==> config.mk <==
export PLATFORM = sky130hd
export DESIGN_NAME = sfrc_core
export DESIGN_NICKNAME = d
export VERILOG_FILES = /design/src/hw/sfrc_pkg.sv /design/src/hw/sfrc_core.sv /design/src/hw/sfrc_in_cond.sv
export VERILOG_INCLUDE_DIRS = /design/src /design/src/hw
export SDC_FILE = /design/constraint.sdc
export NUM_CORES = 1
export LEC_CHECK = 0
export ABC_CLOCK_PERIOD_IN_PS = 6650
export BUFFER_PORTS_ARGS = -buffer_cell sky130_fd_sc_hd__buf_2
export CAP_MARGIN = 20
export CORE_ASPECT_RATIO = 1.4
export CORE_MARGIN = 3
export CORE_UTILIZATION = 60
export CTS_BUF_LIST = sky130_fd_sc_hd__clkbuf_4 sky130_fd_sc_hd__clkbuf_8
export DETAILED_ROUTE_END_ITERATION = 10
export GPL_TIMING_DRIVEN = 0
export PLACE_DENSITY = 0.81
export SYNTH_ARGS = -nofsm -noshare
export SYNTH_HDL_FRONTEND = slang
export SYNTH_SLANG_ARGS = --single-unit
==> constraint.sdc <==
create_clock -name aclk -period 6.65 [get_ports aclk]
set_input_delay 0.9975 -clock aclk [delete_from_list [all_inputs] [get_ports aclk]]
set_output_delay 0.9975 -clock aclk [all_outputs]
set_load 0.03 [all_outputs]
==> src/hw/sfrc_consts.svh <==
// constants of the safety output and restart control block
// assumes: included by bare name from the modules and the testbench
`ifndef SFRC_CONSTS_SVH
`define SFRC_CONSTS_SVH

// ****************************************************************
// timing
// ****************************************************************
`define SFRC_CLK_KHZ      250000
`define SFRC_ACK_MIN_MS   100
`define SFRC_ACK_MAX_MS   4000
`define SFRC_FB_WIN_MS    300

// ****************************************************************
// register offsets (byte addresses)
// ****************************************************************
`define SFRC_ADDR_CTRL    8'h00
`define SFRC_ADDR_STATUS  8'h04
`define SFRC_ADDR_INT_ST  8'h08
`define SFRC_ADDR_INT_MSK 8'h0C
`define SFRC_ADDR_FB_WIN  8'h10

// ****************************************************************
// fields
// ****************************************************************
`define SFRC_CTRL_LOCK_EN 0
`define SFRC_CTRL_FB_EN   1
`define SFRC_CTRL_CODE_EN 2
`define SFRC_CTRL_ERR_CLR 8
`define SFRC_CTRL_RST     3'h7
`define SFRC_INT_BREAK    0
`define SFRC_INT_ACK_OK   1
`define SFRC_INT_ACK_BAD  2
`define SFRC_INT_FB_FAULT 3
`define SFRC_INT_RST      4'h0
`define SFRC_RESP_OKAY    2'h0
`define SFRC_RESP_SLVERR  2'h2

`endif

==> src/hw/sfrc_pkg.sv <==
// types of the safety output and restart control block
// assumes: compiled before every module of the block
package sfrc_pkg;
  // output control state
  typedef enum logic [1:0] {
    ST_RUN,
    ST_LOCKED,
    ST_FAULT
  } sfrc_state_t;
endpackage : sfrc_pkg
==> src/hw/sfrc_core.sv <==
// safety output and restart control with axi4-lite registers
// assumes: beam inputs come from the optical front end on aclk;
// restart_pin and feedback_pin are asynchronous pins
//
// Contract
// [RQ1] in automatic restart the outputs go off once the field breaks.
// [RQ2] in automatic restart the outputs come back on when it clears.
// [RQ3] with restart lockout off the block runs in automatic restart.
// [RQ4] with lockout on the outputs stay off after a break, field clear.
// [RQ5] the locked condition holds over power loss, outputs off at start.
// [RQ6] under lockout only a valid acknowledgment re-enables outputs.
// [RQ7] a valid ack is a low-high-low pulse with high time 0.1 s to 4 s.
// [RQ8] feedback must reach its state within the window after each switch.
// [RQ9] a late feedback forces safe state: outputs off, error shown.
// [RQ10] with coding on only beams with the own code count as received.
// [RQ11] first or last beam alone is enough to lock code and timing.
// [RQ12] emitter and receiver carry the same single coding on/off choice.
// [RQ13] restart and feedback are synchronised and timed by counters.
//
// Local design decisions: the placing of the registers and the AXI4-Lite interface to the registers.
`timescale 1ns/1ns
`include "sfrc_consts.svh"

module sfrc_core import sfrc_pkg::*; #(
  parameter int unsigned NBEAMS      = 16,
  parameter int unsigned ACK_MIN_CYC = `SFRC_ACK_MIN_MS * `SFRC_CLK_KHZ,
  parameter int unsigned ACK_MAX_CYC = `SFRC_ACK_MAX_MS * `SFRC_CLK_KHZ,
  parameter int unsigned FB_WIN_CYC  = `SFRC_FB_WIN_MS * `SFRC_CLK_KHZ
) (
  // clock and reset
  input  wire logic              aclk,
  input  wire logic              aresetn,
  // axi4-lite write address
  input  wire logic              awvalid,
  output logic                   awready,
  input  wire logic [7:0]        awaddr,
  // axi4-lite write data
  input  wire logic              wvalid,
  output logic                   wready,
  input  wire logic [31:0]       wdata,
  input  wire logic [3:0]        wstrb,
  // axi4-lite write response
  output logic                   bvalid,
  input  wire logic              bready,
  output logic [1:0]             bresp,
  // axi4-lite read address
  input  wire logic              arvalid,
  output logic                   arready,
  input  wire logic [7:0]        araddr,
  // axi4-lite read data
  output logic                   rvalid,
  input  wire logic              rready,
  output logic [31:0]            rdata,
  output logic [1:0]             rresp,
  // optical front end, one scan per strobe
  input  wire logic              scan_strobe,
  input  wire logic [NBEAMS-1:0] beam_seen,
  input  wire logic [NBEAMS-1:0] beam_coded,
  // field pins
  input  wire logic              restart_pin,
  input  wire logic              feedback_pin,
  // outputs
  output logic                   safety_switching_output,
  output logic                   fault_out,
  output logic                   irq
);

  // ****************************************************************
  // declarations
  // ****************************************************************
  sfrc_state_t       state_ff;
  sfrc_state_t       nxt_state;
  logic              out_ff;
  logic              nxt_out;
  logic [2:0]        ctrl_ff;
  logic [3:0]        int_st_ff;
  logic [3:0]        int_msk_ff;
  logic [31:0]       fb_win_ff;
  logic              irq_ff;
  logic              field_clear_ff;
  logic              sync_lock_ff;
  logic              fb_busy_ff;
  logic              fb_expect_ff;
  logic [31:0]       fb_cnt_ff;
  logic              aw_held_ff;
  logic              w_held_ff;
  logic [7:0]        awaddr_ff;
  logic [31:0]       wdata_ff;
  logic [3:0]        wstrb_ff;
  logic              bvalid_ff;
  logic [1:0]        bresp_ff;
  logic              rvalid_ff;
  logic [31:0]       rdata_ff;
  logic [1:0]        rresp_ff;
  logic [NBEAMS-1:0] beam_ok;
  logic              scan_clear;
  logic              scan_sync;
  logic              field_now;
  logic              lock_en;
  logic              fb_en;
  logic              code_en;
  logic              fb_sync;
  logic              ack_ok;
  logic              ack_bad;
  logic              fb_fault;
  logic              wr_go;
  logic              err_clr;
  logic [3:0]        events;
  logic [31:0]       wr_val;
  logic [31:0]       rd_word;
  logic [31:0]       status_word;

  // ****************************************************************
  // helpers
  // ****************************************************************
  // merge written bytes into an old value by strobe
  function automatic logic [31:0] merge(input logic [31:0] old_v,
                                        input logic [31:0] new_v,
                                        input logic [3:0]  strb);
    logic [31:0] res;
    res = old_v;
    for (int b = 0; b < 4; b++) begin
      if (strb[b]) begin
        res[8*b +: 8] = new_v[8*b +: 8];
      end
    end
    return res;
  endfunction : merge

  // true for any implemented offset
  function automatic logic is_mapped(input logic [7:0] addr);
    return addr == `SFRC_ADDR_CTRL   || addr == `SFRC_ADDR_STATUS ||
           addr == `SFRC_ADDR_INT_ST || addr == `SFRC_ADDR_INT_MSK ||
           addr == `SFRC_ADDR_FB_WIN;
  endfunction : is_mapped

  // ****************************************************************
  // pin conditioning
  // ****************************************************************
  sfrc_in_cond #(
    .ACK_MIN_CYC (ACK_MIN_CYC),
    .ACK_MAX_CYC (ACK_MAX_CYC)
  ) u_in_cond (
    .aclk          (aclk),
    .aresetn       (aresetn),
    .restart_pin   (restart_pin),
    .feedback_pin  (feedback_pin),
    .feedback_sync (fb_sync),
    .ack_ok        (ack_ok),
    .ack_bad       (ack_bad)
  );

  assign lock_en = ctrl_ff[`SFRC_CTRL_LOCK_EN];
  assign fb_en   = ctrl_ff[`SFRC_CTRL_FB_EN];
  assign code_en = ctrl_ff[`SFRC_CTRL_CODE_EN];

  // ****************************************************************
  // beam evaluation
  // ****************************************************************
  // a foreign-coded beam counts as dark when coding is on
  for (genvar gi = 0; gi < NBEAMS; gi++) begin : g_beam
    assign beam_ok[gi] = beam_seen[gi] &
                         (~code_en | beam_coded[gi]); // [RQ10]
  end

  assign scan_sync  = beam_ok[0] | beam_ok[NBEAMS-1]; // [RQ11]
  assign scan_clear = &beam_ok;
  // act on this scan at once, not one cycle later
  assign field_now  = scan_strobe ? scan_clear : field_clear_ff;

  // field and sync memory, reset as interrupted
  always_ff @(posedge aclk) begin
    if (!aresetn) begin
      field_clear_ff <= 1'b0;
      sync_lock_ff   <= 1'b0;
    end else if (scan_strobe) begin
      field_clear_ff <= scan_clear;
      sync_lock_ff   <= scan_sync; // [RQ11]
    end
  end

  // ****************************************************************
  // output control
  // ****************************************************************
  always_comb begin
    nxt_state = state_ff;
    unique case (state_ff)
      ST_RUN: begin
        if (fb_fault) begin
          nxt_state = ST_FAULT; // [RQ9]
        end else if (!field_now && lock_en) begin
          nxt_state = ST_LOCKED; // [RQ4]
        end
      end
      ST_LOCKED: begin
        if (fb_fault) begin
          nxt_state = ST_FAULT; // [RQ9]
        end else if (!lock_en) begin
          nxt_state = ST_RUN; // [RQ3]
        end else if (ack_ok && field_now) begin
          nxt_state = ST_RUN; // [RQ6]
        end
      end
      ST_FAULT: begin
        if (err_clr) begin
          nxt_state = ST_LOCKED;
        end
      end
    endcase
  end

  // outputs follow the field only while running
  assign nxt_out = (nxt_state == ST_RUN) && field_now; // [RQ1] [RQ2]

  // start locked so nothing runs before an acknowledgment
  always_ff @(posedge aclk) begin
    if (!aresetn) begin
      state_ff <= ST_LOCKED; // [RQ5]
      out_ff   <= 1'b0;
    end else begin
      state_ff <= nxt_state;
      out_ff   <= nxt_out;
    end
  end

  assign safety_switching_output = out_ff;
  assign fault_out               = (state_ff == ST_FAULT); // [RQ9]

  // ****************************************************************
  // contactor feedback check
  // ****************************************************************
  // nc contacts: feedback high while the output is off
  assign fb_fault = fb_busy_ff && fb_en && fb_sync != fb_expect_ff &&
                    fb_cnt_ff >= fb_win_ff; // [RQ9]

  // a new switch restarts the window, even mid-check
  always_ff @(posedge aclk) begin
    if (!aresetn) begin
      fb_busy_ff   <= 1'b0;
      fb_expect_ff <= 1'b1;
      fb_cnt_ff    <= 32'h0000_0000;
    end else if (nxt_out != out_ff && nxt_state != ST_FAULT) begin
      fb_busy_ff   <= 1'b1; // [RQ8]
      fb_expect_ff <= ~nxt_out;
      fb_cnt_ff    <= 32'h0000_0000;
    end else if (fb_busy_ff) begin
      if (fb_sync == fb_expect_ff || fb_fault || !fb_en) begin
        fb_busy_ff <= 1'b0;
      end else begin
        fb_cnt_ff <= fb_cnt_ff + 32'h0000_0001; // [RQ13]
      end
    end
  end

  // ****************************************************************
  // axi4-lite write channel
  // ****************************************************************
  assign awready = ~aw_held_ff & ~bvalid_ff;
  assign wready  = ~w_held_ff & ~bvalid_ff;
  assign wr_go   = aw_held_ff & w_held_ff & ~bvalid_ff;
  assign err_clr = wr_go && awaddr_ff == `SFRC_ADDR_CTRL &&
                   wstrb_ff[1] && wdata_ff[`SFRC_CTRL_ERR_CLR];
  assign wr_val  = wdata_ff & {28'h000_0000, wstrb_ff[0], wstrb_ff[0],
                               wstrb_ff[0], wstrb_ff[0]};

  // address and data accepted in either order
  always_ff @(posedge aclk) begin
    if (!aresetn) begin
      aw_held_ff <= 1'b0;
      w_held_ff  <= 1'b0;
      awaddr_ff  <= 8'h00;
      wdata_ff   <= 32'h0000_0000;
      wstrb_ff   <= 4'h0;
    end else if (wr_go) begin
      aw_held_ff <= 1'b0;
      w_held_ff  <= 1'b0;
    end else begin
      if (awvalid && awready) begin
        aw_held_ff <= 1'b1;
        awaddr_ff  <= awaddr;
      end
      if (wvalid && wready) begin
        w_held_ff <= 1'b1;
        wdata_ff  <= wdata;
        wstrb_ff  <= wstrb;
      end
    end
  end

  // response one cycle after both halves are held
  always_ff @(posedge aclk) begin
    if (!aresetn) begin
      bvalid_ff <= 1'b0;
      bresp_ff  <= `SFRC_RESP_OKAY;
    end else if (wr_go) begin
      bvalid_ff <= 1'b1;
      bresp_ff  <= is_mapped(awaddr_ff) ? `SFRC_RESP_OKAY
                                        : `SFRC_RESP_SLVERR;
    end else if (bready) begin
      bvalid_ff <= 1'b0;
    end
  end

  assign bvalid = bvalid_ff;
  assign bresp  = bresp_ff;

  // ****************************************************************
  // registers
  // ****************************************************************
  // configuration; status is read only
  always_ff @(posedge aclk) begin
    if (!aresetn) begin
      ctrl_ff    <= `SFRC_CTRL_RST;
      int_msk_ff <= `SFRC_INT_RST;
      fb_win_ff  <= 32'(FB_WIN_CYC);
    end else if (wr_go) begin
      if (awaddr_ff == `SFRC_ADDR_CTRL) begin
        ctrl_ff <= 3'(merge({29'h0, ctrl_ff}, wdata_ff, wstrb_ff));
      end
      if (awaddr_ff == `SFRC_ADDR_INT_MSK) begin
        int_msk_ff <= 4'(merge({28'h0, int_msk_ff}, wdata_ff, wstrb_ff));
      end
      if (awaddr_ff == `SFRC_ADDR_FB_WIN) begin
        fb_win_ff <= merge(fb_win_ff, wdata_ff, wstrb_ff);
      end
    end
  end

  assign events[`SFRC_INT_BREAK]    = scan_strobe & field_clear_ff &
                                      ~scan_clear;
  assign events[`SFRC_INT_ACK_OK]   = ack_ok;
  assign events[`SFRC_INT_ACK_BAD]  = ack_bad; // [RQ7]
  assign events[`SFRC_INT_FB_FAULT] = fb_fault;

  // sticky events, write one to clear; a new event beats the clear
  always_ff @(posedge aclk) begin
    if (!aresetn) begin
      int_st_ff <= `SFRC_INT_RST;
      irq_ff    <= 1'b0;
    end else begin
      if (wr_go && awaddr_ff == `SFRC_ADDR_INT_ST) begin
        int_st_ff <= (int_st_ff & ~wr_val[3:0]) | events;
      end else begin
        int_st_ff <= int_st_ff | events;
      end
      irq_ff <= |(int_st_ff & int_msk_ff);
    end
  end

  assign irq = irq_ff;

  // ****************************************************************
  // axi4-lite read channel
  // ****************************************************************
  assign status_word = {26'h000_0000, fb_sync, sync_lock_ff,
                        field_clear_ff, fault_out,
                        state_ff == ST_LOCKED, out_ff};

  // read mux; unmapped offsets read zero
  always_comb begin
    rd_word = 32'h0000_0000;
    unique case (araddr)
      `SFRC_ADDR_CTRL:    rd_word = {29'h0, ctrl_ff};
      `SFRC_ADDR_STATUS:  rd_word = status_word;
      `SFRC_ADDR_INT_ST:  rd_word = {28'h0, int_st_ff};
      `SFRC_ADDR_INT_MSK: rd_word = {28'h0, int_msk_ff};
      `SFRC_ADDR_FB_WIN:  rd_word = fb_win_ff;
      default:            rd_word = 32'h0000_0000;
    endcase
  end

  assign arready = ~rvalid_ff;

  // data registered, valid the cycle after the address is taken
  always_ff @(posedge aclk) begin
    if (!aresetn) begin
      rvalid_ff <= 1'b0;
      rdata_ff  <= 32'h0000_0000;
      rresp_ff  <= `SFRC_RESP_OKAY;
    end else if (arvalid && arready) begin
      rvalid_ff <= 1'b1;
      rdata_ff  <= rd_word;
      rresp_ff  <= is_mapped(araddr) ? `SFRC_RESP_OKAY
                                     : `SFRC_RESP_SLVERR;
    end else if (rready) begin
      rvalid_ff <= 1'b0;
    end
  end

  assign rvalid = rvalid_ff;
  assign rdata  = rdata_ff;
  assign rresp  = rresp_ff;

endmodule : sfrc_core

==> src/hw/sfrc_in_cond.sv <==
// pin conditioning: restart and feedback synchronisers, ack pulse timer
// assumes: restart_pin and feedback_pin are asynchronous pins
`timescale 1ns/1ns
`include "sfrc_consts.svh"

module sfrc_in_cond import sfrc_pkg::*; #(
  parameter int unsigned ACK_MIN_CYC = `SFRC_ACK_MIN_MS * `SFRC_CLK_KHZ,
  parameter int unsigned ACK_MAX_CYC = `SFRC_ACK_MAX_MS * `SFRC_CLK_KHZ
) (
  // clock and reset
  input  wire logic aclk,
  input  wire logic aresetn,
  // pins
  input  wire logic restart_pin,
  input  wire logic feedback_pin,
  // conditioned results
  output logic      feedback_sync,
  output logic      ack_ok,
  output logic      ack_bad
);

  localparam logic [31:0] CNT_SAT = 32'(ACK_MAX_CYC + 1);

  logic [1:0]  meta_ff;
  logic [1:0]  sync_ff;
  logic        rs_prev_ff;
  logic [31:0] hi_cnt_ff;
  logic        ack_ok_ff;
  logic        ack_bad_ff;
  logic        rise;
  logic        fall;
  logic        width_ok;

  // ****************************************************************
  // synchronisers
  // ****************************************************************
  // two stages, first stage read only by the second
  always_ff @(posedge aclk) begin
    if (!aresetn) begin
      meta_ff <= 2'h0;
      sync_ff <= 2'h0;
    end else begin
      meta_ff <= {restart_pin, feedback_pin}; // [RQ13]
      sync_ff <= meta_ff;
    end
  end

  assign feedback_sync = sync_ff[0];

  // ****************************************************************
  // acknowledgment pulse timer
  // ****************************************************************
  assign rise     = sync_ff[1] & ~rs_prev_ff;
  assign fall     = ~sync_ff[1] & rs_prev_ff;
  assign width_ok = (hi_cnt_ff >= 32'(ACK_MIN_CYC)) &&
                    (hi_cnt_ff <= 32'(ACK_MAX_CYC)); // [RQ7]

  // high time counter, saturates just past the limit
  always_ff @(posedge aclk) begin
    if (!aresetn) begin
      rs_prev_ff <= 1'b0;
      hi_cnt_ff  <= 32'h0000_0000;
    end else begin
      rs_prev_ff <= sync_ff[1];
      if (rise) begin
        hi_cnt_ff <= 32'h0000_0001;
      end else if (sync_ff[1] && hi_cnt_ff != CNT_SAT) begin
        hi_cnt_ff <= hi_cnt_ff + 32'h0000_0001; // [RQ13]
      end
    end
  end

  // verdict only on the falling edge: low-high-low complete
  always_ff @(posedge aclk) begin
    if (!aresetn) begin
      ack_ok_ff  <= 1'b0;
      ack_bad_ff <= 1'b0;
    end else begin
      ack_ok_ff  <= fall & width_ok;  // [RQ7]
      ack_bad_ff <= fall & ~width_ok; // [RQ7]
    end
  end

  assign ack_ok  = ack_ok_ff;
  assign ack_bad = ack_bad_ff;

endmodule : sfrc_in_cond

Word level (Yosys, flattened, before mapping)
Cells that the tools add are included.
{"block": "classes", "n_reduce_logical": 49, "add_sub_neg": 2, "eq_ne": 15, "div_mod_pow": 0, "n_mul": 0, "n_mux": 21, "n_shift": 0, "bitwise_logic": 62, "n_lt_le_gt_ge": 3}
{"op": "$pmux 32 s5", "count": 1}
{"op": "$add 32x1->32 const B", "count": 2}
{"op": "$eq 8x4->1 const B", "count": 4}
{"op": "$ge 32x25->1 const B", "count": 1}
{"op": "$ge 32x32->1", "count": 1}
{"op": "$le 32x30->1 const B", "count": 1}
{"op": "$ne 32x30->1 const B", "count": 1}
{"op": "$and 1x1->1", "count": 26}
{"op": "$reduce_and 3->1", "count": 6}
{"op": "$or 1x1->1", "count": 17}
{"op": "$eq 8x3->1 const B", "count": 2}
{"op": "$eq 8x5->1 const B", "count": 2}
{"op": "$logic_and 1x1->1", "count": 16}
{"op": "$logic_not 8->1", "count": 2}
{"op": "$mux 2", "count": 8}
{"op": "$reduce_and 16->1", "count": 1}
{"op": "$not 1->1", "count": 13}
{"op": "$and 4x4->4", "count": 3}
{"op": "$logic_or 1x1->1", "count": 10}
{"op": "$mux 1", "count": 10}
{"op": "$or 4x4->4", "count": 2}
{"op": "$pmux 2 s3", "count": 1}
{"op": "$reduce_and 2->1", "count": 3}
{"op": "$reduce_bool 2->1", "count": 3}
{"op": "11 further kinds", "count": 16}
{"block": "totals", "ramBits": 0, "register_bits": 206, "mem_count": 0, "input_bits": 94, "latch_bits": 0, "mem_bits_ro": 0, "out_inout_bits": 44}

Depth between registers and ports, before layout
Gate-level depths: netlist (run 1).
{"block": "depth", "word_depth": 15, "mapped_depth": 11, "mapped_depth_nobuf": 10}

Cells and area by module
From an unflattened synthesis (run 1), not the netlist that was laid out.
{"block": "unflattened", "cells_unflattened": 1136, "area_unflattened_um2": 9472.8}
{"module": "sfrc_core", "area_each_um2": 7380.8, "seq_area_each_um2": 3303.2, "cells_each": 888, "instances": 1}
{"module": "sfrc_in_cond", "area_each_um2": 2092.0, "seq_area_each_um2": 780.7, "cells_each": 248, "instances": 1}

Worst setup path after synthesis (run 1)
OpenSTA, ideal clock, no wires.
{"block": "synth_path", "kind": "input to register", "from": "in beam_coded[15]", "to": "reg fb_cnt_ff[10]", "arrival_time_ns": 2.836, "stages": 8, "slack_ns": 3.670, "t_required_ns": 6.506, "setup_ns": 0.144, "path_cell_list": "nand4_1 o41ai_2 a31oi_2 a311oi_2 a211oi_2 nor4_4 buf_6 nor4_2"}
{"block": "synth_via", "elab_chain_cells": 14, "word_cells_on_any_way": 19}
{"element": "start, declared", "line_no": "sfrc_core.sv:58", "rtl": "input wire logic [NBEAMS-1:0] beam_coded,"}
{"element": "$or 1x1->1 *", "line_no": "sfrc_core.sv:163", "rtl": "(~code_en | beam_coded[gi]);"}
{"element": "$and 1x1->1 *", "line_no": "sfrc_core.sv:162", "rtl": "assign beam_ok[gi] = beam_seen[gi] &"}
{"element": "$reduce_and 16->1 *", "line_no": "sfrc_core.sv:167", "rtl": "assign scan_clear = &beam_ok;"}
{"element": "$mux 1 *", "line_no": "sfrc_core.sv:169", "rtl": "assign field_now = scan_strobe ? scan_clear : field_clear_ff;"}
{"element": "$logic_and 1x1->1 / $logic_not 1->1 (equally long branches)", "line_no": "sfrc_core.sv:200, sfrc_core.sv:191"}
{"element": "$mux 2 / $logic_and 1x1->1 (equally long branches)", "line_no": "sfrc_core.sv:200, sfrc_core.sv:191"}
{"element": "$mux 2, on equally long branches", "line_no": "sfrc_core.sv:198, sfrc_core.sv:191"}
{"element": "$mux 2, on equally long branches", "line_no": "sfrc_core.sv:196, sfrc_core.sv:189"}
{"element": "$pmux 2 s3", "line_no": "sfrc_core.sv:187", "rtl": "unique case (state_ff)"}
{"element": "$logic_not 2->1", "line_no": "sfrc_core.sv:213", "rtl": "assign nxt_out = (nxt_state == ST_RUN) && field_now;"}
{"element": "$logic_and 1x1->1", "line_no": "sfrc_core.sv:213"}
{"element": "$ne 1x1->1", "line_no": "sfrc_core.sv:242", "rtl": "end else if (nxt_out != out_ff && nxt_state != ST_FAULT) begin"}
{"element": "$logic_and 1x1->1 *", "line_no": "sfrc_core.sv:242"}
{"element": "$reduce_or 2->1 (no line) *"}
{"element": "end signal, assigned", "line_no": "sfrc_core.sv:250", "rtl": "fb_cnt_ff <= fb_cnt_ff + 32'h0000_0001;"}
{"element": "end, declared", "line_no": "sfrc_core.sv:84", "rtl": "logic [31:0] fb_cnt_ff;"}
Every way passes the cells marked *; elsewhere a longest branch is shown, timed or not.
A chain may end at the register's enable or synchronous reset.

Worst setup path after layout (run 1)
{"block": "layout_path", "from": "reg fb_win_ff[2]", "to": "reg fb_cnt_ff[11]"}
{"block": "layout_via", "elab_chain_cells": 9, "word_cells_on_any_way": 15}
{"element": "start, declared", "line_no": "sfrc_core.sv:78", "rtl": "logic [31:0] fb_win_ff;"}
{"element": "start signal, assigned", "line_no": "sfrc_core.sv:315", "rtl": "fb_win_ff <= 32'(FB_WIN_CYC);"}
{"element": "start signal, assigned", "line_no": "sfrc_core.sv:324", "rtl": "fb_win_ff <= merge(fb_win_ff, wdata_ff, wstrb_ff);"}
{"element": "$ge 32x32->1 *", "line_no": "sfrc_core.sv:234", "rtl": "fb_cnt_ff >= fb_win_ff;"}
{"element": "$logic_and 1x1->1 *", "line_no": "sfrc_core.sv:233", "rtl": "assign fb_fault = fb_busy_ff && fb_en && fb_sync != fb_expect_ff &&"}
{"element": "$mux 2, on equally long branches", "line_no": "sfrc_core.sv:196, sfrc_core.sv:189"}
{"element": "$pmux 2 s3", "line_no": "sfrc_core.sv:187"}
{"element": "$logic_not 2->1", "line_no": "sfrc_core.sv:213"}
{"element": "$logic_and 1x1->1", "line_no": "sfrc_core.sv:213"}
{"element": "$ne 1x1->1", "line_no": "sfrc_core.sv:242"}
{"element": "$logic_and 1x1->1", "line_no": "sfrc_core.sv:242"}
{"element": "$reduce_or 2->1 (no line)"}
Marks and branches as above.

==> flow_summary.json, run 1 <==
{
  "clkPwrFrac_pct": 42.4,
  "total_power_w": 0.00253,
  "ir_drop_uv": 171,
  "portBuffers": 134,
  "root_buffer": "clkbuf_8",
  "firstDrtPassIters": 6,
  "synthCells": 1130,
  "worst_pin_slew_ns": 0.924,
  "grtUsageTotal_pct": 28.1,
  "drc": 0,
  "initial_core_util_pct": 62.3,
  "numCtsBuffers": 31,
  "clock_latency_ns": 0.57,
  "synth_flop_cell": "dfxtp_1",
  "netlist_area_um2": 9550,
  "io_pins": 138,
  "yosysTopAreaCell": "dfxtp_1",
  "ctsHoldBuffers": 0,
  "fin_util_pct": 72.7,
  "max_cap_violations": 0,
  "cts_setup_buffers": 0,
  "clock-sinks": 204,
  "drt-total-wl_um": 25500,
  "dr_total_vias": 8707,
  "wl_per_cell_um": 16.9,
  "worstPathRequired_ns": 7.06,
  "rsz0062_at_grt": "false",
  "crit_path_max_incr_delay_ns": 0.52,
  "globalplace.congestion": 0.891,
  "die_area_um2": 17500,
  "antenna_found_initial": 0,
  "combPwrFrac_pct": 7.3,
  "postRouteAntennaNets": 0,
  "num_antenna_cells": 0,
  "grt_max_degree": 16,
  "synth_edf_count": 0,
  "ys_top_cells_by_area": "dfxtp_1 (43%), nand2_1 (8.2%), a21oi_1 (6.5%), ha_1 (5.0%), xor2_1 (4.5%)",
  "finalClockSkew_ns": 0.0221,
  "finalCritPeriodShare_pct": 49.8,
  "maxSlewViolCount": 0,
  "die_w_um": 113,
  "synthArstFlopShare_pct": 0,
  "cp_slowest_cell": "nor4_4",
  "post-dp-hpwl_um": 19500,
  "synth-seq-area-share_pct": 42.8,
  "hold_viol_final": 0,
  "synth_top_area_share_pct": 42.8,
  "intPower_w": 0.00191,
  "status": "completed",
  "fillers": 1239,
  "cts_resized": 0,
  "path_class": "reg2reg",
  "finalNetCount": 1431,
  "synth_cell_types": 61,
  "fp.dieH_um": 155,
  "avgViaCountPerCell": 5.76,
  "end_kind": "flop",
  "drive_above_1_share_pct": 18.9,
  "yosys_warnings": 0,
  "cts.reportedPaths.clkPinSlew_ns": 0.06,
  "core_um2": 15300,
  "powerDensity_nw_per_um2": 227,
  "clockBufferDepth": 3,
  "worstPathArrival_ns": 3.73,
  "cts_tree": "yes",
  "setup_viol": 0,
  "period_needed_ns": 3.31,
  "switching_share_pct": 24.6,
  "p_switching_w": 0.000621,
  "htree_levels": 1,
  "cellLeakagePower_nw": 4.44,
  "max_freq_mhz": 302,
  "grt_first_pass_wirelength_um": 40300,
  "relSlewSlack_pct": 37.9,
  "syn2layout_area_growth_pct": 16.6,
  "synth-seq-cells": 204,
  "power_frac_seq_pct": 50.3,
  "row_count": 53,
  "crit_path_max_fanout": 10,
  "startpoint_type": "flop",
  "tns_ns": 0,
  "hp-class": "reg2reg",
  "drt_iter0_drc": 409,
  "cp_cell_sequence": "inv_1 -> ha_1 -> a211oi_1 -> o21ai_1 -> a41oi_1 -> o41ai_4 -> a31oi_1 -> a21oi_4 -> nor4_4 -> buf_6 -> nor4_2",
  "gr-total-overflow": 0,
  "grt_pass1_vias": 8398,
  "synth.avg_cell_area_um2": 8.45
}
## final cells by class
type | instances | area [um2] | share of cell area, %
tap | 192 | 240 | 2.16
clock inverter | 7 | 40.0 | 0.360
buffer | 57 | 268 | 2.41
inverter | 47 | 176 | 1.58
timing repair buffer | 135 | 681 | 6.11
multi-input combinational | 823 | 5020 | 45.1
clock buffer | 47 | 622 | 5.59
sequential | 204 | 4080 | 36.7
## worst paths after layout
path	startpoint	to	slack (ns)	cells after the start
setup / recovery	fb_win_ff[2]	fb_cnt_ff[11]	3.34	11
hold / removal	u_in_cond.meta_ff[0]	u_in_cond.sync_ff[0]	0.44	1
setup reg to reg	fb_win_ff[2]	fb_cnt_ff[11]	3.34	11
hold reg to reg	u_in_cond.meta_ff[0]	u_in_cond.sync_ff[0]	0.44	1
## logic make-up after synthesis
group	synth area share, %
AND/OR/NAND/NOR	28.0
flip-flops	42.8
AO/OA/AOI/OAI	12.2
buffers and inverters	4.65
XOR/XNOR	5.32
adder cells (fa/ha/maj)	4.98
multiplexers	2.03
other	0.0393
## metal layers
metal | routed length (um) | GRT usage [%] | part of all wire (%) | vias to the layer above
li1 | - | - | - | 4282
met4 | 1190 | 14.4 | 4.7 | 0
met2 | 12800 | 49.4 | 50 | 279
met3 | 1530 | 5.10 | 6.0 | 83
met1 | 10000 | 32.5 | 39 | 4063
met5 | 0 | 0 | 0 | -
## flip-flops by register name (all words and copies together) (netlist names), 2 cells and up
signal,flops
awaddr_ff,8
u_in_cond.hi_cnt_ff,32
fb_win_ff,32
u_in_cond.sync_ff,2
ctrl_ff,3
rdata,32
int_msk_ff,4
fb_cnt_ff,32
int_st_ff,4
state_ff,2
wstrb_ff,4
wdata_ff,32
u_in_cond.meta_ff,2
## critical path: cells and delay by family, from the launching register on
kind / cells / cell delay, ns
buf+inv: 2 / 0.32
flops: 1 / 0.37
compound gates: 6 / 1.58
fa+ha+maj: 1 / 0.30
simple gates: 2 / 0.58
## cell usage in the layout, fill, tap and decap left out, types with 8 or more instances in the layout
master and n:
a21oi_1 124, and2_1 9, and3_1 13, buf_2 135, clkbuf_1 41, clkbuf_8 43
dfxtp_1 204, ha_1 38, inv_1 46, mux2i_1 16, nand2_1 209, nand3_1 85
nand4_1 34, nor2_1 74, nor3_1 12, nor4_1 9, nor4_2 31, o21ai_0 21
or3_1 8, xnor2_1 9, xor2_1 49
## synth_stat cells, types with 2 or more instances
master	instances
a2111oi_2	2
a211oi_1	3
a21oi_1	124
a221oi_1	6
a22oi_1	7
a311oi_1	2
a31oi_1	4
a41oi_1	2
and2_1	9
and3_1	13
and3b_1	2
and4_1	7
buf_1	7
buf_4	2
buf_6	6
clkbuf_1	41
dfxtp_1	204
ha_1	38
inv_1	46
mux2_2	3
mux2i_1	16
nand2_1	209
nand2b_1	3
nand3_1	85
nand3b_1	3
nand4_1	34
nor2_1	74
nor2b_1	4
nor3_1	12
nor3b_1	4
nor4_1	9
nor4_2	31
nor4_4	2
o211ai_1	3
o21ai_0	21
or2_2	2
or3_1	8
or4_1	3
xnor2_1	9
xor2_1	49
## power by group through the flow
stage                     combinational [W]  clock [W]  sequential, W
after floorplan                    0.000105          0        0.00130
after global placement             0.000180          0        0.00130
after detailed placement           0.000183          0        0.00130
after CTS                          0.000184    0.00108        0.00127
after global routing               0.000204    0.00114        0.00127
final                              0.000185    0.00107        0.00127
## metrics by stage
| step | hold slack (ns) | instance area (um2) | setup WS [ns] | instances |
|---|---|---|---|---|
| global route | 0.469 | 11100 | 3.19 | 1512 |
| finish | 0.440 | 11100 | 3.34 | 1512 |
| CTS | 0.440 | 11100 | 3.39 | 1512 |
| detailed placement | 0.431 | 10500 | 3.09 | 1458 |
| floorplan | 0.412 | 9550 | 3.67 | 1131 |
| global placement | 0.415 | 10500 | 3.11 | 1457 |
(Power assumes the default switching activity.)
==> run 2, diff against run 1 <==
Settings changed: ABC_CLOCK_PERIOD_IN_PS 6650 to 3000, CORE_UTILIZATION 60 to 54, PLACE_DENSITY 0.81 to 0.77.
Clock period 6.65 ns to 3 ns, I/O delays scaled along.
==> run 2 against run 1 <==
  * Non-clock buffer count rose by 13
  * Cell area rose by 2.7%
  * Clock power is 130% higher
  * Core utilization down 5.5 points
  * Flip-flop and latch count stayed put
  * Hold slack worse by 0.36 ns
  * Global-route usage shrank 1.5 points
  * Highest routed layer unchanged
==> flow_summary.json, run 2 (same netlist as run 1, synthesis figures left out) <==
{
  "status": "completed",
  "period_needed_ns": 2.88,
  "firstDrtPassIters": 6,
  "grt_max_degree": 15,
  "min_path_cells": 2,
  "ctsHoldBuffers": 0,
  "ir_drop_uv": 476,
  "fp.dieH_um": 163,
  "setup_viol": 0,
  "dr_total_vias": 8787,
  "portBuffers": 134,
  "timing.critical_path.mode_cell": "a21oi_1",
  "clock-sinks": 204,
  "reg2reg_to": "fb_cnt_ff[11]",
  "tns_ns": 0,
  "finalCritPeriodShare_pct": 96.1,
  "wl_per_cell_um": 17.0,
  "clockBufferDepth": 3,
  "cts_tree": "yes",
  "finalClockSkew_ns": 0.0172,
  "most-common-layout-cells": "nand2_1 (209), dfxtp_1 (198), buf_2 (134), a21oi_1 (123), nand3_1 (85)",
  "die_w_um": 118,
  "worstPathArrival_ns": 3.28,
  "initial_core_util_pct": 56.1,
  "finalNetCount": 1443,
  "crit_path_max_fanout": 10,
  "powerDensity_nw_per_um2": 498,
  "grt_first_pass_wirelength_um": 42400,
  "clock_latency_ns": 0.56,
  "mostFrequentLayoutCell": "nand2_1",
  "hold_viol_final": 0,
  "post-dp-hpwl_um": 19800,
  "grt_pass1_vias": 8728,
  "hp-class": "in2reg",
  "crit-reg2reg-launch": "fb_win_ff[15]",
  "dpl_cell_area_um2": 10500,
  "relSlewSlack_pct": 33.8,
  "crit_path_max_incr_delay_ns": 0.40,
  "maxSlewViolCount": 0,
  "globalplace.congestion": 0.904,
  "cellLeakagePower_nw": 4.54,
  "hold-path-endpoint": "rvalid",
  "worst_pin_slew_ns": 0.986,
  "timing.hold.ws_ns": 0.0801,
  "numCtsBuffers": 30,
  "htree_levels": 1,
  "row_count": 56,
  "avgViaCountPerCell": 5.61,
  "final_area_um2": 11400,
  "cp_cell_sequence": "inv_1 -> ha_1 -> a21oi_1 -> o21ai_0 -> a21oi_1 -> o41ai_4 -> buf_4 -> a211oi_4 -> nand2_1 -> o21ai_4 -> buf_6 -> nor4_2",
  "root_buffer": "clkbuf_8",
  "num_antenna_cells": 0,
  "postRouteAntennaNets": 0,
  "antenna_found_initial": 0,
  "worstHoldStart": "rready",
  "cp_slowest_cell": "dfxtp_1",
  "drive_above_1_share_pct": 20.8,
  "worstPathRequired_ns": 3.40,
  "max_freq_mhz": 347,
  "die_area_um2": 19300,
  "syn2layout_area_growth_pct": 19.8,
  "cts.reportedPaths.clkPinSlew_ns": 0.06,
  "path_class": "reg2reg",
  "startpoint_type": "flop",
  "grtUsageTotal_pct": 26.7,
  "gr-total-overflow": 0,
  "drt-total-wl_um": 26700,
  "max_cap_violations": 0,
  "end_kind": "flop",
  "core_um2": 17000,
  "drt_iter0_drc": 542,
  "io_pins": 138,
  "drc": 0,
  "rrSetupSlack_ns": 0.12,
  "r2r_cells": 12
}
-- run 2: cell count changes in the layout (fill, tap and decap cells not counted), sizes merged --
cell,change
clkbuf,+1
clkdlybuf4s15,+1
clkinv,+2
bufinv,+1
buf,+13
clkdlybuf4s18,-1
clkinvlp,-2
-- run 2: report_power, final --
part | internal, W | switching (W)
combinational | 0.000141 | 0.000280
clock | 0.00139 | 0.00106
sequential | 0.00277 | 0.0000457
-- run 2: repair_timing --
item                                    CTS  global route
gates resized for setup                   4            22
buffers inserted                          4             9
endpoints found under the setup margin   34            34
pin swaps                                 4             9
hold endpoints to repair                  0             0
-- run 2: layout make-up --
| type | count | area, um2 |
|---|---|---|
| Fill cell | 1446 | 5590 |
| Multi-Input combinational cell | 823 | 5130 |
| Sequential cell | 204 | 4090 |
| Timing Repair Buffer | 148 | 783 |
| Clock buffer | 48 | 617 |
| Tap cell | 232 | 290 |
| Buffer | 57 | 274 |
| Inverter | 47 | 176 |
| Clock inverter | 8 | 65.1 |
-- run 2: metrics by stage --
step	total power [W]	std cells	utilization, %	worst slack, ns
2_1_floorplan	0.00311	1131	-	0.333
3_3_place_gp	0.00328	1497	61.7	-0.227
3_5_place_dp	0.00328	1498	61.8	-0.252
4_1_cts	0.00571	1558	66.2	-0.0264
5_1_grt	0.00590	1567	67.1	-0.0407
6_report	0.00569	1567	67.1	0.117
-- run 2: layer usage --
layer,wire length [um],vias to the layer above,share of wire (%),track usage (%)
met5,0,-,0,0
met4,1330,0,5.0,13.9
met3,1270,86,4.8,3.74
met2,13800,286,52,48.4
met1,10300,4106,39,30.3
li1,-,4309,-,-
-- run 2: worst max-delay path by stage --
| stage | slack, ns | cells after the start | endpoint | startpoint |
|---|---|---|---|---|
| 2_1_floorplan | 0.33 | 11 | fb_cnt_ff[10] | fb_win_ff[2] |
| 3_3_place_gp | -0.23 | 11 | fb_cnt_ff[0] | fb_win_ff[2] |
| 3_5_place_dp | -0.25 | 11 | fb_cnt_ff[11] | fb_win_ff[2] |
| 4_1_cts | -0.03 | 11 | fb_cnt_ff[10] | fb_cnt_ff[0] |
| 5_1_grt | -0.04 | 11 | fb_cnt_ff[0] | fb_win_ff[30] |
| 6_report | 0.12 | 12 | fb_cnt_ff[11] | fb_win_ff[15] |
-- run 2: worst max-delay path, delay by kind of cell, from the launching register on --
| kind | cells | cell delay [ns] |
|---|---|---|
| buffers and inverters | 3 | 0.49 |
| AND/OR/NAND/NOR | 2 | 0.23 |
| adder cells (fa/ha/maj) | 1 | 0.33 |
| AO/OA/AOI/OAI | 6 | 1.27 |
| flip-flops | 1 | 0.40 |
==> run 3, diff against run 2 <==
Settings changed: CORE_UTILIZATION 54 to 40, PLACE_DENSITY 0.77 to 0.59.
==> run 3 against run 2 <==
  * Sequential share of layout area shrank 0.55 points
  * Die area grew 33%
  * Hold slack gained 0.030 ns
  * Non-clock buffer count grew 1
  * Count of clock-buffer cells in the layout grew 5
  * Sequential power is essentially flat
  * Critical path type unchanged
  * Largest cell class unchanged
  * Highest routed layer unchanged
==> flow_summary.json, run 3 (same netlist as run 1, synthesis figures left out) <==
{
  "status": "completed",
  "maxSlewViolCount": 0,
  "fp.dieH_um": 189,
  "portBuffers": 134,
  "hold-path-endpoint": "rvalid",
  "crit_path_max_incr_delay_ns": 0.51,
  "multiInputGateArea_um2": 5110,
  "powerDensity_nw_per_um2": 525,
  "num_antenna_cells": 0,
  "antenna_found_initial": 0,
  "total_power_w": 0.00609,
  "drt_iter0_drc": 360,
  "grt_pass1_vias": 8518,
  "clkPwrFrac_pct": 46.8,
  "intPower_w": 0.00459,
  "die_area_um2": 25800,
  "dpl_cell_area_um2": 10600,
  "p_switching_w": 0.00150,
  "tns_ns": 0,
  "avgViaCountPerCell": 5.18,
  "gr-total-overflow": 0,
  "end_kind": "flop",
  "numCtsBuffers": 36,
  "cellLeakagePower_nw": 4.59,
  "switching_share_pct": 24.6,
  "drive_above_1_share_pct": 20.9,
  "setup_viol": 0,
  "hold_viol_final": 0,
  "clock-sinks": 204,
  "max_freq_mhz": 349,
  "finalNetCount": 1450,
  "root_buffer": "clkbuf_8",
  "fillers": 2324,
  "period_needed_ns": 2.86,
  "timing.critical_path.mode_cell": "buf_4",
  "mostFrequentLayoutCell": "nand2_1",
  "postRouteAntennaNets": 0,
  "grt_max_degree": 11,
  "seq_area_um2": 4090,
  "ir_drop_uv": 322,
  "drc": 0,
  "row_count": 66,
  "relSlewSlack_pct": 29.7,
  "startpoint_type": "flop",
  "crit-reg2reg-launch": "fb_win_ff[7]",
  "drt-total-wl_um": 27600,
  "firstDrtPassIters": 4,
  "worstPathRequired_ns": 3.43,
  "grt_first_pass_wirelength_um": 44500,
  "layout.cells.non_filler": 1647,
  "timing.hold.ws_ns": 0.110,
  "worstPathArrival_ns": 3.29,
  "max_cap_violations": 0,
  "grtUsageTotal_pct": 21.6,
  "r2r_cells": 12,
  "min_path_cells": 2,
  "power_frac_seq_pct": 46.3,
  "rrSetupSlack_ns": 0.14,
  "wl_per_cell_um": 16.8,
  "initial_core_util_pct": 40.8,
  "ctsHoldBuffers": 0,
  "clock_latency_ns": 0.54,
  "cp_slowest_cell": "o41ai_4",
  "hp-class": "in2reg",
  "cts.reportedPaths.clkPinSlew_ns": 0.06,
  "worst_pin_slew_ns": 1.05,
  "finalCritPeriodShare_pct": 95.5,
  "reg2reg_to": "fb_busy_ff",
  "syn2layout_area_growth_pct": 21.5,
  "globalplace.congestion": 0.824,
  "core_um2": 23400,
  "placed_cells": 1571,
  "io_pins": 138,
  "htree_levels": 2,
  "crit_path_max_fanout": 6,
  "worstHoldStart": "rready",
  "path_class": "reg2reg",
  "most-common-layout-cells": "nand2_1 (209), dfxtp_1 (201), buf_2 (134), a21oi_1 (123), nand3_1 (85)",
  "post-dp-hpwl_um": 21000,
  "finalClockSkew_ns": 0.0253,
  "cp_cell_sequence": "inv_1 -> ha_1 -> nand2_1 -> nor2_1 -> a41oi_2 -> o41ai_4 -> a31oi_4 -> a21oi_4 -> nor4_4 -> buf_4 -> buf_4 -> o31a_1",
  "clockBufferDepth": 3,
  "die_w_um": 137,
  "cp-startpoint": "fb_win_ff[7]",
  "combPwrFrac_pct": 6.9,
  "cts_tree": "yes",
  "dr_total_vias": 8539,
  "final_area_um2": 11600
}
-- run 3: cell types whose count changed in the layout (fill, tap and decap cells not counted), sizes merged --
cell,before,now
clkbuf,89,94
clkinv,7,3
buf,163,165
clkdlybuf4s15,1,0
bufinv,1,3
clkinvlp,0,2
-- run 3: layer usage --
metal | up-vias | share of wire [%] | GRT usage (%)
met5 | - | 0 | 0
met1 | 3983 | 41 | 25.5
met4 | 0 | 3.1 | 7.95
met2 | 175 | 52 | 38.6
met3 | 51 | 4.1 | 3.50
li1 | 4330 | - | -
-- run 3: worst max path at each step --
stage                                to  slack [ns]
after global placement    fb_cnt_ff[11]       -0.31
after global routing      fb_cnt_ff[27]       -0.03
final                        fb_busy_ff        0.14
after detailed placement  fb_cnt_ff[12]       -0.31
after CTS                  fb_cnt_ff[4]      -0.001
after floorplan           fb_cnt_ff[10]        0.33
-- run 3: cell type report --
type | instances | area share [%]
Multi-Input combinational cell | 823 | 44.0
Buffer | 57 | 2.36
Clock buffer | 53 | 5.75
Timing Repair Buffer | 149 | 6.75
Sequential cell | 204 | 35.2
Clock inverter | 8 | 1.04
Inverter | 47 | 1.52
Tap cell | 306 | 3.30
-- run 3: through the flow --
stage / worst slack (ns) / utilization [%]
floorplan: 0.333 / -
finish: 0.136 / 49.6
global placement: -0.311 / 45.4
CTS: -0.00134 / 49.2
detailed placement: -0.311 / 45.4
global route: -0.0317 / 49.6
-- run 3: repair_timing --
item,CTS,global route
pin swaps,3,10
buffers inserted,7,8
endpoints found under the hold margin,0,0
gates resized for setup,5,12
setup endpoints to repair,34,34
-- run 3: critical path, delay by kind of cell, from the launching register on --
family | cells | cell delay [ns]
compound gates | 5 | 1.44
buf+inv | 3 | 0.41
flops | 1 | 0.36
fa+ha+maj | 1 | 0.29
simple gates | 3 | 0.23
-- run 3: power by group through the flow --
stage	clock [W]	sequential [W]	combinational, W
floorplan	0	0.00288	0.000232
global placement	0	0.00288	0.000417
detailed placement	0	0.00288	0.000421
CTS	0.00290	0.00282	0.000425
global route	0.00303	0.00282	0.000467
finish	0.00285	0.00282	0.000419
